===== src/include/tmr_pkg.sv =====
// Overview of operation
// [RULE_01] timer and pulse modes count clock divided by 4
// [RULE_02] event mode counts transitions on the input pin
// [RULE_03] count to ffff, overflow, reload preload, continue
// [RULE_04] stopped: preload write also loads the count
// [RULE_05] running: new preload waits for next overflow
// [RULE_06] low write buffered; high write moves buffer in
// [RULE_07] software writes low byte before high byte
// [RULE_08] high read latches low byte into buffer
// [RULE_09] control bit 4 runs or stops the counter
// [RULE_10] control bit 3 picks the active input edge
// [RULE_11] mode 10 is timer mode, one count per tick
// [RULE_12] mode 01 is event mode, one count per edge
// [RULE_13] edge select zero rising, one falling, in event mode
// [RULE_14] event mode keeps counting during power down
// [RULE_15] mode 11 is pulse width mode on divided clock
// [RULE_16] edge zero: start on fall, stop on rise
// [RULE_17] edge one: start on rise, stop on fall
// [RULE_18] timer and event modes never clear run themselves
// [RULE_19] after auto stop, edges ignored until run set
// [RULE_20] pulse measurement uses edges, not static levels
// [RULE_21] overflow interrupt only while its enable is set
// [RULE_22] host sets the shared pin as an input
// [RULE_23] preload holds no defined value after power on
// [RULE_24] every overflow sets the timer request flag
// [RULE_25] counting paused during count reads or preload writes
// [RULE_26] input pin synchronised, edges detected on system clock
package tmr_pkg;
	// data and counter widths
	localparam int DATA_W = 8;
	localparam int COUNT_W = 16;
	// register select width and register indices
	localparam int SEL_W = 2;
	localparam logic [1:0] SEL_LOW = 2'h0;
	localparam logic [1:0] SEL_HIGH = 2'h1;
	localparam logic [1:0] SEL_CTRL = 2'h2;
	// control register field positions
	localparam int MODE_HI_BIT = 7;
	localparam int MODE_LO_BIT = 6;
	localparam int RUN_BIT = 4;
	localparam int EDGE_BIT = 3;
	// implemented control bits and reset value
	localparam logic [7:0] CTRL_MASK = 8'hd8;
	localparam logic [7:0] CTRL_RESET = 8'h00;
	// mode encodings, {high select, low select}
	localparam logic [1:0] MODE_NONE = 2'h0;
	localparam logic [1:0] MODE_EVENT = 2'h1;
	localparam logic [1:0] MODE_TIMER = 2'h2;
	localparam logic [1:0] MODE_PULSE = 2'h3;
	// reset values and full count
	localparam logic [15:0] COUNT_RESET = 16'h0000;
	localparam logic [15:0] COUNT_FULL = 16'hffff;
	localparam logic [7:0] BYTE_RESET = 8'h00;
	// system clock cycles per timer clock tick
	localparam int TICK_DIV = 4;
	// pulse width measurement progress
	typedef enum logic {PW_WAIT, PW_COUNT} pw_state_t;
endpackage


===== src/include/tmr_pin_if.sv =====
`timescale 1ns/10ps
// carries the divided tick and pin edges to the counter
interface tmr_pin_if;
	logic div_tick; // one-cycle timer clock tick
	logic pin_rise; // one-cycle rising edge seen
	logic pin_fall; // one-cycle falling edge seen
	modport src (output div_tick, output pin_rise, output pin_fall);
	modport snk (input div_tick, input pin_rise, input pin_fall);
endinterface


===== src/rtl/tmr_pin_front.sv =====
`timescale 1ns/10ps
// divider and input pin edge detector
module tmr_pin_front #(
	parameter int DIV = tmr_pkg::TICK_DIV
) (
	// clock and reset
	input wire logic clk,
	input wire logic rst_n,
	// pin and power state
	input wire logic pin,
	input wire logic power_down,
	// towards the counter
	tmr_pin_if.src ev
);
	import tmr_pkg::*;

	// refuse divider values the 8-bit phase counter cannot serve
	if (DIV < 2 || DIV > 256) begin
		$error("tmr_pin_front: DIV must be 2..256");
	end

	localparam logic [7:0] DIV_LAST = 8'(DIV - 1);

	logic sync1_reg; // first synchroniser stage
	logic sync2_reg; // second synchroniser stage
	logic prev_reg; // previous synchronised level
	logic [7:0] div_reg; // divider phase

	////////////////////////////////////////////////////////////////
	// two-flop synchroniser and edge memory
	always_ff @(posedge clk or negedge rst_n) begin
		if (!rst_n) begin
			sync1_reg <= 1'b0;
			sync2_reg <= 1'b0;
			prev_reg <= 1'b0;
		end else begin
			sync1_reg <= pin; // RULE_26
			sync2_reg <= sync1_reg;
			prev_reg <= sync2_reg;
		end
	end

	// edges only, the level itself never counts
	assign ev.pin_rise = sync2_reg && !prev_reg; // RULE_26
	assign ev.pin_fall = !sync2_reg && prev_reg; // RULE_26

	////////////////////////////////////////////////////////////////
	// divide by DIV; the divider phase holds in power down
	always_ff @(posedge clk or negedge rst_n) begin
		if (!rst_n) begin
			div_reg <= 8'h00;
		end else if (!power_down) begin
			div_reg <= (div_reg == DIV_LAST) ? 8'h00 : div_reg + 8'h01;
		end
	end

	assign ev.div_tick = !power_down && (div_reg == DIV_LAST); // RULE_01
endmodule


===== src/rtl/tmr_event_counter.sv =====
`timescale 1ns/10ps
// 16-bit up counter: interval timer, event counter, pulse width
module tmr_event_counter (
	// clock and reset
	input wire logic MCLK,
	input wire logic NRST,
	// register access
	input wire logic [tmr_pkg::SEL_W-1:0] REG_SEL,
	input wire logic REG_WR,
	input wire logic REG_RD,
	input wire logic [tmr_pkg::DATA_W-1:0] REG_WDATA,
	output logic [tmr_pkg::DATA_W-1:0] REG_RDATA,
	// external pin and device state
	input wire logic TIMER_INPUT_PIN,
	input wire logic POWER_DOWN,
	input wire logic OVERFLOW_IRQ_ENABLE,
	// overflow signalling
	output logic TIMER_REQUEST,
	output logic TIMER_IRQ
);
	import tmr_pkg::*;

	////////////////////////////////////////////////////////////////
	// declarations
	tmr_pin_if ev(); // tick and pin edges
	logic [7:0] ctrl_reg; // control register
	logic [15:0] count_reg; // live count
	logic [15:0] count_next; // count after this cycle
	logic [7:0] preload_hi_reg; // preload high byte
	logic [7:0] preload_lo_reg; // preload low byte
	logic [7:0] low_buf_reg; // shared low byte holding buffer
	pw_state_t pw_reg; // pulse measurement progress
	logic [1:0] mode; // current mode field
	logic run; // counter run bit
	logic edge_sel; // active edge select
	logic wr_low; // write to low count byte
	logic wr_high; // write to high count byte
	logic wr_ctrl; // write to control
	logic rd_high; // read of high count byte
	logic inhibit; // count clock held off by access
	logic tick; // mode-selected count clock
	logic inc; // count advances this cycle
	logic ovf; // count wraps this cycle
	logic start_edge; // pulse start edge
	logic end_edge; // pulse end edge
	logic pw_stop; // pulse ended, run auto-clears

	// pick rising edge for select zero, falling for one
	function automatic logic pick_edge(input logic pol, input logic rise,
			input logic fall);
		pick_edge = pol ? fall : rise;
	endfunction

	////////////////////////////////////////////////////////////////
	// pin synchroniser and divider
	tmr_pin_front #(
		.DIV(TICK_DIV)
	) u_front (
		.clk(MCLK),
		.rst_n(NRST),
		.pin(TIMER_INPUT_PIN),
		.power_down(POWER_DOWN),
		.ev(ev.src)
	);

	////////////////////////////////////////////////////////////////
	// access decode
	assign wr_low = REG_WR && (REG_SEL == SEL_LOW);
	assign wr_high = REG_WR && (REG_SEL == SEL_HIGH);
	assign wr_ctrl = REG_WR && (REG_SEL == SEL_CTRL);
	assign rd_high = REG_RD && (REG_SEL == SEL_HIGH);
	// count reads and preload writes hold the count clock
	assign inhibit = wr_low || wr_high ||
		(REG_RD && (REG_SEL == SEL_LOW || REG_SEL == SEL_HIGH)); // RULE_25

	assign mode = {ctrl_reg[MODE_HI_BIT], ctrl_reg[MODE_LO_BIT]};
	assign run = ctrl_reg[RUN_BIT];
	assign edge_sel = ctrl_reg[EDGE_BIT];

	////////////////////////////////////////////////////////////////
	// edge choice: start on the leading edge, end on the trailing one
	assign start_edge = pick_edge(!edge_sel, ev.pin_rise, ev.pin_fall); // RULE_10
	assign end_edge = pick_edge(edge_sel, ev.pin_rise, ev.pin_fall); // RULE_10

	// count clock source per mode
	always_comb begin
		case (mode)
			MODE_TIMER: tick = ev.div_tick; // RULE_01 RULE_11
			// pin edges, independent of power down
			MODE_EVENT: tick = pick_edge(edge_sel, ev.pin_rise,
				ev.pin_fall); // RULE_02 RULE_12 RULE_13 RULE_14
			// divided clock only between the pulse edges
			MODE_PULSE: tick = ev.div_tick && (pw_reg == PW_COUNT); // RULE_15
			default: tick = 1'b0; // unused mode never counts
		endcase
	end

	assign inc = run && !inhibit && tick; // RULE_09 RULE_25
	assign ovf = inc && (count_reg == COUNT_FULL); // RULE_03
	assign pw_stop = run && (mode == MODE_PULSE) && (pw_reg == PW_COUNT) &&
		end_edge; // RULE_16 RULE_17 RULE_20

	////////////////////////////////////////////////////////////////
	// next count value
	always_comb begin
		count_next = count_reg;
		if (wr_high && !run) begin
			count_next = {REG_WDATA, low_buf_reg}; // RULE_04
		end else if (ovf) begin
			count_next = {preload_hi_reg, preload_lo_reg}; // RULE_03 RULE_05
		end else if (inc) begin
			count_next = count_reg + 16'h0001; // RULE_03
		end
	end

	// live count register
	always_ff @(posedge MCLK or negedge NRST) begin
		if (!NRST) begin
			count_reg <= COUNT_RESET;
		end else begin
			count_reg <= count_next;
		end
	end

	////////////////////////////////////////////////////////////////
	// preload pair, left unset by reset
	always_ff @(posedge MCLK) begin
		if (wr_high) begin
			preload_hi_reg <= REG_WDATA; // RULE_06 RULE_23
			preload_lo_reg <= low_buf_reg; // RULE_06
		end
	end

	// low byte holding buffer, shared by writes and reads
	always_ff @(posedge MCLK or negedge NRST) begin
		if (!NRST) begin
			low_buf_reg <= BYTE_RESET;
		end else if (wr_low) begin
			low_buf_reg <= REG_WDATA; // RULE_06
		end else if (rd_high) begin
			low_buf_reg <= count_reg[7:0]; // RULE_08
		end
	end

	////////////////////////////////////////////////////////////////
	// control register; a software write beats the auto-clear
	always_ff @(posedge MCLK or negedge NRST) begin
		if (!NRST) begin
			ctrl_reg <= CTRL_RESET;
		end else if (wr_ctrl) begin
			ctrl_reg <= REG_WDATA & CTRL_MASK; // RULE_09
		end else if (pw_stop) begin
			ctrl_reg[RUN_BIT] <= 1'b0; // RULE_16 RULE_17 RULE_18
		end
	end

	// pulse measurement: wait for leading edge, count to trailing
	always_ff @(posedge MCLK or negedge NRST) begin
		if (!NRST) begin
			pw_reg <= PW_WAIT;
		end else if (!run || mode != MODE_PULSE || wr_ctrl) begin
			pw_reg <= PW_WAIT; // RULE_19
		end else begin
			case (pw_reg)
				PW_WAIT: begin
					if (start_edge) begin
						pw_reg <= PW_COUNT; // RULE_16 RULE_17 RULE_20
					end
				end
				PW_COUNT: begin
					if (end_edge) begin
						pw_reg <= PW_WAIT;
					end
				end
				default: pw_reg <= PW_WAIT;
			endcase
		end
	end

	////////////////////////////////////////////////////////////////
	// overflow request and gated interrupt
	always_ff @(posedge MCLK or negedge NRST) begin
		if (!NRST) begin
			TIMER_REQUEST <= 1'b0;
			TIMER_IRQ <= 1'b0;
		end else begin
			TIMER_REQUEST <= ovf; // RULE_24
			TIMER_IRQ <= ovf && OVERFLOW_IRQ_ENABLE; // RULE_21
		end
	end

	// read data, low byte comes from the buffer
	always_ff @(posedge MCLK or negedge NRST) begin
		if (!NRST) begin
			REG_RDATA <= BYTE_RESET;
		end else if (REG_RD) begin
			case (REG_SEL)
				SEL_LOW: REG_RDATA <= low_buf_reg; // RULE_08
				SEL_HIGH: REG_RDATA <= count_reg[15:8];
				SEL_CTRL: REG_RDATA <= ctrl_reg;
				default: REG_RDATA <= BYTE_RESET; // unmapped reads zero
			endcase
		end
	end
endmodule


===== config.mk =====
export PLATFORM = sky130hd
export DESIGN_NAME = tmr_event_counter
export DESIGN_NICKNAME = d
export VERILOG_FILES = /design/src/include/tmr_pkg.sv /design/src/include/tmr_pin_if.sv /design/src/rtl/tmr_pin_front.sv /design/src/rtl/tmr_event_counter.sv
export SDC_FILE = /design/constraint.sdc
export NUM_CORES = 1
export LEC_CHECK = 0
export ABC_AREA = 1
export BUFFER_PORTS_ARGS = -buffer_cell sky130_fd_sc_hd__buf_2
export CAP_MARGIN = 10
export CORE_MARGIN = 5
export CORE_UTILIZATION = 65
export DETAILED_ROUTE_END_ITERATION = 16
export PLACE_DENSITY_LB_ADDON = 0.1
export SKIP_CTS_REPAIR_TIMING = 1
export SYNTH_ARGS = -nofsm -noshare
export SYNTH_HDL_FRONTEND = slang
export SYNTH_SLANG_ARGS = --single-unit

===== constraint.sdc =====
create_clock -name MCLK -period 2.41 [get_ports MCLK]
set_input_delay 0.482 -clock MCLK [delete_from_list [all_inputs] [get_ports MCLK]]
set_output_delay 0.482 -clock MCLK [all_outputs]
set_load 0.1 [all_outputs]

# Word level (Yosys, flattened, before mapping)
# Index checks and enable logic that the tools add are counted.
[classes] n_mux=16 n_addsub=2 n_reduce_logical=31 n_eq_ne=8 bitwise=1
[op_table] operator="16-bit two-way mux" n=3
[op_table] operator="8-bit two-way mux" n=3
[op_table] operator="8-bit case mux with 3 select lines" n=1
[op_table] operator="1-bit logical AND" n=17
[op_table] operator="16-bit by 1-bit adder with 16-bit output (second input constant)" n=1
[op_table] operator="16-bit == test (second input constant)" n=1
[op_table] operator="8-bit by 1-bit adder with 8-bit output (second input constant)" n=1
[op_table] operator="8-bit by 2-bit == test with 1-bit output (second input constant)" n=1
[op_table] operator="1-bit two-way mux" n=7
[op_table] operator="2-bit == test (second input constant)" n=3
[op_table] operator="1-bit zero test" n=5
[op_table] operator="1-bit logical OR" n=5
[op_table] operator="2-bit by 1-bit == test with 1-bit output (second input constant)" n=2
[op_table] operator="2-bit nonzero test" n=2
[op_table] operator="1-bit case mux with 3 select lines" n=1
[op_table] operator="3-bit nonzero test" n=1
[op_table] operator="2-bit zero test" n=1
[op_table] operator="2-bit inequality test (second input constant)" n=1
[op_table] operator="1-bit case mux with 2 select lines" n=1
[op_table] operator="1-bit NOT" n=1
[word_totals] wordCells=72 regBits=66

# Depth between registers and ports, before layout
# Gate-level depths: netlist of the first run.
[depth] ltp_word=10 ltp_mapped=11 depth_no_buf=11

# Cells and area by module
# Synthesis of the first run repeated with hierarchy kept, for this count alone.
[hier_totals] cells_unflattened=451 area_unflattened_um2=3557.2
[by_module_without_submodules] module="tmr_event_counter" n_inst=1 seq_area_each_um2=1456.4 area_each_um2=3051.7 cells_per_inst=390
[by_module_without_submodules] module="tmr_pin_front" n_inst=1 seq_area_each_um2=275.3 area_each_um2=505.5 cells_per_inst=61

# Least setup slack after synthesis of the first run
# OpenSTA, ideal clock, no wires.
[synth_timing] path_kind="input -> register" from="input REG_SEL[0] in the netlist's numbering" to="register count_reg[12]" required_time_ns=2.294 n_path_buf=1 path_slack_ns=0.783 setup_ns=0.116 t_arrival_ns=1.511 path_stages=10 cell_sequence="inv_2 > nor2_4 > inv_2 > nor2_4 > nand2_4 > buf_2 > nand3_1 > nand2_1 > inv_1 > nand2_1"
[synth_between] elab_chain_len=10 word_cells_on_any_way=16
[synth_lines] element="start: declaration" line="tmr_event_counter.sv:8" source="input wire logic [tmr_pkg::SEL_W-1:0] REG_SEL,"
[synth_lines] element="2-bit by 1-bit == test with 1-bit output *" line="tmr_event_counter.sv:69" source="assign wr_high = REG_WR && (REG_SEL == SEL_HIGH);"
[synth_lines] element="1-bit logical AND *" line="tmr_event_counter.sv:69"
[synth_lines] element="net wr_high" line="tmr_event_counter.sv:37" source="logic wr_high;"
[synth_lines] element="1-bit logical OR (2 in series)" line="tmr_event_counter.sv:73" source="assign inhibit = wr_low || wr_high ||"
[synth_lines] element="1-bit zero test" line="tmr_event_counter.sv:98" source="assign inc = run && !inhibit && tick;"
[synth_lines] element="1-bit logical AND (2 in series)" line="tmr_event_counter.sv:98"
[synth_lines] element="1-bit logical AND" line="tmr_event_counter.sv:99" source="assign ovf = inc && (count_reg == COUNT_FULL);"
[synth_lines] element="16-bit two-way mux" line="tmr_event_counter.sv:109" source="end else if (ovf) begin"
[synth_lines] element="16-bit two-way mux" line="tmr_event_counter.sv:107" source="if (wr_high && !run) begin"
[synth_lines] element="end signal: assignment" line="tmr_event_counter.sv:121" source="count_reg <= count_next;"
[synth_lines] element="end: declaration" line="tmr_event_counter.sv:27" source="logic [15:0] count_reg;"
# The timed path passes the listed nets; every way through them passes the cells marked *.
# A chain may end at the register's enable or synchronous reset.

# Final worst setup path of the first run
[layout_timing] from="register u_front.div_reg[0]" to="register count_reg[1]"
[layout_between] elab_chain_len=8 word_cells_on_any_way=9
[layout_lines] element="start: declaration" line="tmr_pin_front.sv:27" source="logic [7:0] div_reg;"
[layout_lines] element="start signal: assignment" line="tmr_pin_front.sv:53" source="div_reg <= (div_reg == DIV_LAST) ? 8'h00 : div_reg + 8'h01;"
[layout_lines] element="8-bit by 2-bit == test with 1-bit output *" line="tmr_pin_front.sv:57" source="assign ev.div_tick = !power_down && (div_reg == DIV_LAST);"
[layout_lines] element="1-bit logical AND *" line="tmr_pin_front.sv:57"
[layout_lines] element="1-bit logical AND" line="tmr_event_counter.sv:93" source="MODE_PULSE: tick = ev.div_tick && (pw_reg == PW_COUNT);"
[layout_lines] element="1-bit case mux with 3 select lines *" line="tmr_event_counter.sv:87" source="case (mode)"
[layout_lines] element="1-bit logical AND *" line="tmr_event_counter.sv:98"
[layout_lines] element="1-bit logical AND *" line="tmr_event_counter.sv:99"
[layout_lines] element="net ovf" line="tmr_event_counter.sv:43" source="logic ovf;"
[layout_lines] element="16-bit two-way mux" line="tmr_event_counter.sv:109"
[layout_lines] element="16-bit two-way mux" line="tmr_event_counter.sv:107"
# Marked as above.

==> results of run 1 <==
[kinds of logic after synthesis]
group | after synthesis | synth area share [%]
flops | 66 | 47.5
xor+xnor | 11 | 2.65
compound gates | 39 | 6.91
simple gates | 252 | 33.3
buf+inv | 78 | 8.93
fa+ha+maj | 2 | 0.687
[worst min-delay path by stage]
stage	to	cells after the start	start	slack [ns]
finish	u_front.div_reg[5]	1	NRST	0.15
global route	u_front.div_reg[0]	1	NRST	0.18
CTS	u_front.div_reg[0]	1	NRST	0.16
detailed placement	u_front.sync2_reg	0	u_front.sync1_reg	0.34
global placement	u_front.sync2_reg	0	u_front.sync1_reg	0.34
floorplan	REG_RDATA[0]	0	NRST	0.19
[critical path, delay by kind of cell, from the launching register on]
family | cells | cell delay [ns]
adders and majority gates | 1 | 0.19
DFF | 1 | 0.38
and+or+nand+nor | 9 | 1.14
[routing by layer]
layer	up-vias	part of all wire [%]	track usage [%]
li1	1501	-	-
met1	1472	44	38.4
met2	133	45	40.0
met3	23	8.1	5.44
met4	0	2.8	10.8
met5	-	0	0
[metrics by stage]
| stage | setup WS, ns | instances | utilization (%) | hold slack (ns) |
|---|---|---|---|---|
| 2_1_floorplan | 0.783 | 448 | - | 0.186 |
| 3_3_place_gp | 0.558 | 539 | 70.0 | 0.344 |
| 3_5_place_dp | 0.488 | 539 | 70.0 | 0.340 |
| 4_1_cts | 0.582 | 555 | 73.7 | 0.156 |
| 5_1_grt | 0.391 | 555 | 73.7 | 0.183 |
| 6_report | 0.577 | 555 | 73.7 | 0.148 |
[synth_stat cells, drive strengths merged (2+ instances only)]
master and n:
buf 8, o22ai 4, nand4 8, o221ai 7
nor2 43, edfxtp 16, xor2 8, dfrtp 50
nand2 144, nand3b 3, clkbuf 2, ha 2
nor3 5, a21oi 6, clkinv 4, inv 64
xnor2 3, o21ai 19, nand3 47
[power breakdown]
part	switching [mW]	internal (mW)	leakage [nW]
Clock	0.453	0.508	0.103
Combinational	0.692	0.306	1.14
Sequential	0.285	1.39	0.775
[final cells by class]
class	instances	area, um^2	area share, %
Timing Repair Buffer	29	165	4.10
Clock buffer	10	138	3.41
Multi-Input combinational cell	304	1590	39.3
Tap cell	72	90.1	2.23
Sequential cell	66	1730	43.0
Clock inverter	6	65.1	1.61
Inverter	68	256	6.36
==> run summary, run 1 <==
The run finished with clean final reports. The number of fill cells is 429, and the number of synthesized flops with an enable pin is 16. The synthesis-to-finish area growth works out to 10.7%. The critical-path cell with the highest stage delay was sky130_fd_sc_hd__dfrtp_1.

The dominant cell type by count on the critical path is sky130_fd_sc_hd__nand2_1. Capture point of the critical path: count_reg[1]. The cell sitting at the root of the clock tree is a sky130_fd_sc_hd__clkbuf_8.

Final total negative setup slack: 0 ns. When the netlist entered floorplanning its net count stood at 467. During synthesis, Yosys emitted a total of 0 warnings. In the final routed layout, each cell accounts on average for 15.7 um. The top fanout value on the critical path was 21. The fraction of synthesized cell area taken by the top area cell type was 34.4%; the path depth of the worst reg2reg path was 10. The worst register-to-register path ends at count_reg[1]. In this run the core area contains 27 standard-cell rows.

After synthesis, the share of flip-flops with an asynchronous set or reset is 75.8%. The worst setup path is captured at a flop. The routed wire length was 8720 um; the total design power was 3.64 mW. The number of optimization iterations in the first detailed-route pass came out at 5.

Leaving out fill and tap cells, the most frequent cell in the layout is sky130_fd_sc_hd__nand2_1. The antenna diode count is 0, and the number of nets still failing antenna checks after routing is 0. The launching point of the worst reg2reg path was u_front.div_reg[0]. Of the cells placed in the final design, the portion with a size suffix greater than 1 is 17.0%. The first global-routing pass estimated 15,000 um of wire.

The post-CTS clock slew at the launch and capture registers of the worst setup and hold paths is 0.08 ns, and the placeable core region is 5470 um^2. Across all layers, the routed design uses 3,129 vias. The post-detailed-route via-to-cell ratio works out to 5.64. The tool flagged a number of max-cap violations equal to 0. The total power divided by cell area works out to 902 nW/um^2.

The number of different library cells used by synthesis comes to 39. The arrival time at the worst endpoint came out at 2.06 ns. After detailed placement, the total cell area comes to 3830 um^2. The count of buffers inserted at the top-level ports is 26. The post-synthesis average cell area was 8.13 um^2.

For the final-report hold violation count, the log shows 0. The slew of the pin with the lowest slew margin works out to 0.613 ns. The clock period could shrink to 1.83 ns. The area of the mapped netlist came out at 3640 um^2. The cell area after layout came out at 4030 um^2. Traced cell by cell, the critical path runs through ha_1 -> nand2_2 -> nor2_2 -> nand3_2 -> nand2_4 -> nand2_2 -> nor2_2 -> nand2_1 -> nand2_1 -> nand2_1.

The initial antenna violation count is 0. For the insertion delay of the later-clocked pin in the worst-skew pair, the log shows 0.34 ns. The die covers 7200 um^2. The portion of the clock cycle consumed by the worst path in the final layout was 76.1%. IR analysis of the VDD net gives a maximum drop of 0.585 mV.

For the number of global-route vias before repair, the log shows 3,119. The logs give 0 for the overflow left after global routing and 0 for the total DRC errors in the routed layout. The worst setup path is launched from a flop. The number of DRC markers after the initial detailed-route iteration was 338. The biggest area contributor in the post-synthesis netlist is sky130_fd_sc_hd__dfrtp_1. Across all register-to-register paths, the minimum setup slack is 0.58 ns. For the number of H-tree levels, the log shows 3. In the layout the commonest cells are 134 x sky130_fd_sc_hd__nand2_1, 57 x sky130_fd_sc_hd__inv_1, 50 x sky130_fd_sc_hd__dfrtp_1. The congestion estimate from routability-driven global placement came to 0.874. The total of endpoints with negative setup slack in the final report came out at 0. In this run the vertical extent of the chip is 84.9 um. The initial utilization of the core area, before any placement, comes to 66.6%. The number of storage elements in the synthesis netlist is 66. The worst-case headroom to the max-slew limit was 59.1%.

The maximum cell stage delay along the critical path is 0.38 ns. The post-layout net count is 497, and the instance count of the mapped netlist is 448. 27 I/O pins were placed. The final max-slew violation count is 0. Setup repair after global routing left no endpoint under its margin. The number of clock buffers inserted by TritonCTS is 9. The largest net degree at the start of global routing was 27. Clock skew on the completed layout was measured at 0.00933 ns. For this run, the top clock speed supported by timing is 0.546 GHz. For the maximum buffer depth of the clock tree, the log shows 2.

TritonCTS built the clock tree. The register with the most flip-flops in the layout has 16 of them. In the post-synthesis netlist, the biggest area contributors are sky130_fd_sc_hd__dfrtp_1 34%, sky130_fd_sc_hd__nand2_1 14%, sky130_fd_sc_hd__edfxtp_1 13%, sky130_fd_sc_hd__nand3_1 6.2%, sky130_fd_sc_hd__inv_1 5.9%. The critical path is of the reg2reg type. Sequential elements use 47.5% of the synthesized area. The total routing usage reported by global routing was 26.8%. Worst path required time: 2.64 ns. In this run the static leakage power is 2.02 nW. Counting every sink on the clock net gives 66. The most frequently used flop master after synthesis was sky130_fd_sc_hd__dfrtp_1. Summed over all nets, the half-perimeter wirelength after detailed placement is 6300 um. The die outline width came out at 84.9 um. The worst hold path belongs to the class in2async.

The most critical setup path has its startpoint at u_front.div_reg[0].
(Power assumes the default switching activity.)
==> inputs of run 2 (changes only) <==
Settings changed: CORE_UTILIZATION 65 to 60.
Clock period 2.41 ns to 1.8 ns, I/O delays scaled along.
==> run summary, run 2 (same netlist as run 1, synthesis figures left out) <==
The flow ran to the end, but the final reports show violations. The checks that failed: hold timing. The launching point of the worst reg2reg path is count_reg[1]. Path depth of the worst reg2reg path: 10 (unchanged).

The final total negative setup slack was 0 ns (unchanged); the number of flip-flops in the largest register was 16 (unchanged). The final RePlAce weighted congestion is 0.900 (+3.0%). The run gives 14,800 um (-1.5%) as the wire length of the first global-routing pass. The worst path required time is 2.11 ns (-0.53 ns), and the leakage power summed over all cells is 2.11 nW (+4.2%). The number of fill cells was 489 (+14%).

The top fanout value on the critical path came out at 8 (-62%). The multi-input logic area came out at 1610 um^2 (+1.7%). The tools report the antenna diode count as 0 (unchanged). The worst-case headroom to the max-slew limit is 67.6% (+8.5 points). Achievable clock frequency: 0.594 GHz (+8.9%). The overall die height works out to 87.9 um (+3.6%). In the layout the commonest cells are 134 x sky130_fd_sc_hd__nand2_1, 57 x sky130_fd_sc_hd__inv_1, 50 x sky130_fd_sc_hd__dfrtp_1.

The overall die area came out at 7730 um^2 (+7.3%). The number of vias after detailed routing is 3,195 (+2.1%), and the count of boundary I/O pins is 27 (unchanged). The post-CTS clock slew at the launch and capture registers of the worst setup and hold paths is 0.08 ns (about the same). The logs give 3910 um^2 (+2.0%) for the placed instance area and 0.775 mV (+32%) for the worst supply voltage drop on vdd.

TritonCTS built the clock tree. The total DRC errors in the routed layout was 0 (unchanged); the number of global-route vias before repair was 2,991 (-4.1%). Final-report hold violation count: 50 (+50). For the insertion delay of the later-clocked pin in the worst-skew pair, the log shows 0.36 ns (+0.02 ns). The routed length per placed instance was 15.8 um (+0.37%).

Minimum clock period: 1.68 ns (-0.150 ns). The routed wire length is 9010 um (+3.3%). The initial core utilization was 61.5% (-5.0 points); the worst setup slack for register-to-register paths was 0.12 ns (-0.46 ns). The final HPWL from detailed placement came out at 6350 um (+0.78%).

The worst setup path is launched from a flop. The largest net degree at the start of global routing was 51 (+89%). The total power divided by cell area came out at 1200 nW/um^2 (+33%). STA classifies the critical path endpoint as a flop. The critical path in this run is classified as reg2reg. Cell at the root of the clock tree: sky130_fd_sc_hd__clkbuf_8. The slew of the pin with the lowest slew margin was 0.490 ns (-0.124 ns); the arrival time at the worst endpoint was 1.99 ns (-0.07 ns). The tightest hold margin is -0.0187 ns (-0.167 ns), and the portion of the clock cycle consumed by the worst path in the final layout is 93.5% (+17 points).

The final max-slew violation count was 0 (unchanged); the count of buffers inserted at the top-level ports was 26 (unchanged). The total of endpoints with negative setup slack in the final report is 0 (unchanged). Register cell area after layout: 1730 um^2 (unchanged). The cell area after layout was 4190 um^2 (+4.0%); the initial antenna violation count was 0 (unchanged). The synthesis-to-finish area growth works out to 15.1%. The total routing usage reported by global routing was 25.4% (-1.4 points); the total number of placement rows was 28 (+3.7%).

The number of DRC markers after the initial detailed-route iteration is 302 (-11%). The path class of the tightest hold or removal check is in2async. The tools report the post-layout net count as 510 (+2.6%). The number of H-tree levels came out at 3 (unchanged). Overflow left after global routing: 0 (unchanged).

The number of optimization iterations in the first detailed-route pass is 5 (unchanged). The most common cell after layout, fill and taps aside was sky130_fd_sc_hd__nand2_1. The setup clock skew after layout was 0.00789 ns (-0.00144 ns); the post-detailed-route via-to-cell ratio was 5.60 (-0.75%). The share of post-route cells with drive strength above 1 is 19.4% (+2.4 points), and the max capacitance violation total is 0 (unchanged). Setup repair after global routing left no endpoint under its margin. The maximum buffer depth of the clock tree was 2 (unchanged); the number of nets still failing antenna checks after routing was 0 (unchanged).

The placeable core region was 5920 um^2 (+8.2%); the die outline width was 87.9 um (+3.6%). The run gives 9 (unchanged) as the number of clock buffers inserted by TritonCTS. The tools report the total number of clock tree sinks as 66 (unchanged).

The tools report the endpoint of the worst-slack reg-to-reg timing path as count_reg[10].
run 2: critical path, stage by stage (launching register included):
cell	delay (ns)
sky130_fd_sc_hd__dfrtp_1	0.38
sky130_fd_sc_hd__ha_2	0.21
sky130_fd_sc_hd__nand3_1	0.15
sky130_fd_sc_hd__nor2_4	0.20
sky130_fd_sc_hd__nand4_4	0.13
sky130_fd_sc_hd__nor2_8	0.22
sky130_fd_sc_hd__buf_12	0.13
sky130_fd_sc_hd__nand2_4	0.05
sky130_fd_sc_hd__nand2_1	0.06
sky130_fd_sc_hd__nand2_1	0.04
sky130_fd_sc_hd__nand2_1	0.05
run 2: report_power, final:
| group | internal [mW] | leakage, nW | switching, mW |
|---|---|---|---|
| Clock | 0.776 | 0.107 | 0.624 |
| Combinational | 0.456 | 1.22 | 0.952 |
| Sequential | 1.87 | 0.775 | 0.365 |
run 2: worst max-delay path by stage:
stage	from	to	depth (start not counted)
2_1_floorplan	REG_SEL[0]	count_reg[12]	10
3_3_place_gp	POWER_DOWN	count_reg[0]	12
3_5_place_dp	count_reg[1]	count_reg[1]	10
4_1_cts	count_reg[1]	count_reg[1]	10
5_1_grt	count_reg[0]	count_reg[4]	8
6_report	count_reg[1]	count_reg[10]	10
run 2: metrics by stage:
| stage | worst slack (ns) | power [mW] | instances | hold WS (ns) | utilization [%] |
|---|---|---|---|---|---|
| floorplan | 0.295 | 3.20 | 448 | 0.0644 | - |
| global placement | 0.139 | 3.55 | 550 | 0.338 | 66.0 |
| detailed placement | 0.0938 | 3.60 | 550 | 0.343 | 66.0 |
| CTS | 0.0825 | 4.98 | 566 | -0.00890 | 69.6 |
| global route | 0.000866 | 5.32 | 571 | 0.0215 | 70.8 |
| finish | 0.117 | 5.04 | 571 | -0.0187 | 70.8 |
run 2: layer usage:
metal,share of wire [%],vias to the layer above,global-route usage (%)
met5,0,-,0
met2,46,127,37.3
met4,2.1,0,10.5
li1,-,1531,-
met3,6.7,22,3.76
met1,45,1515,37.8
run 2: layout make-up:
type	instances	share of cell area, %
flip-flops and latches	66	41.3
multi-input cells	305	38.5
repair buffers	41	6.68
inverters	68	6.12
clock buffers	9	2.95
clock inverters	7	2.24
well taps	75	2.24
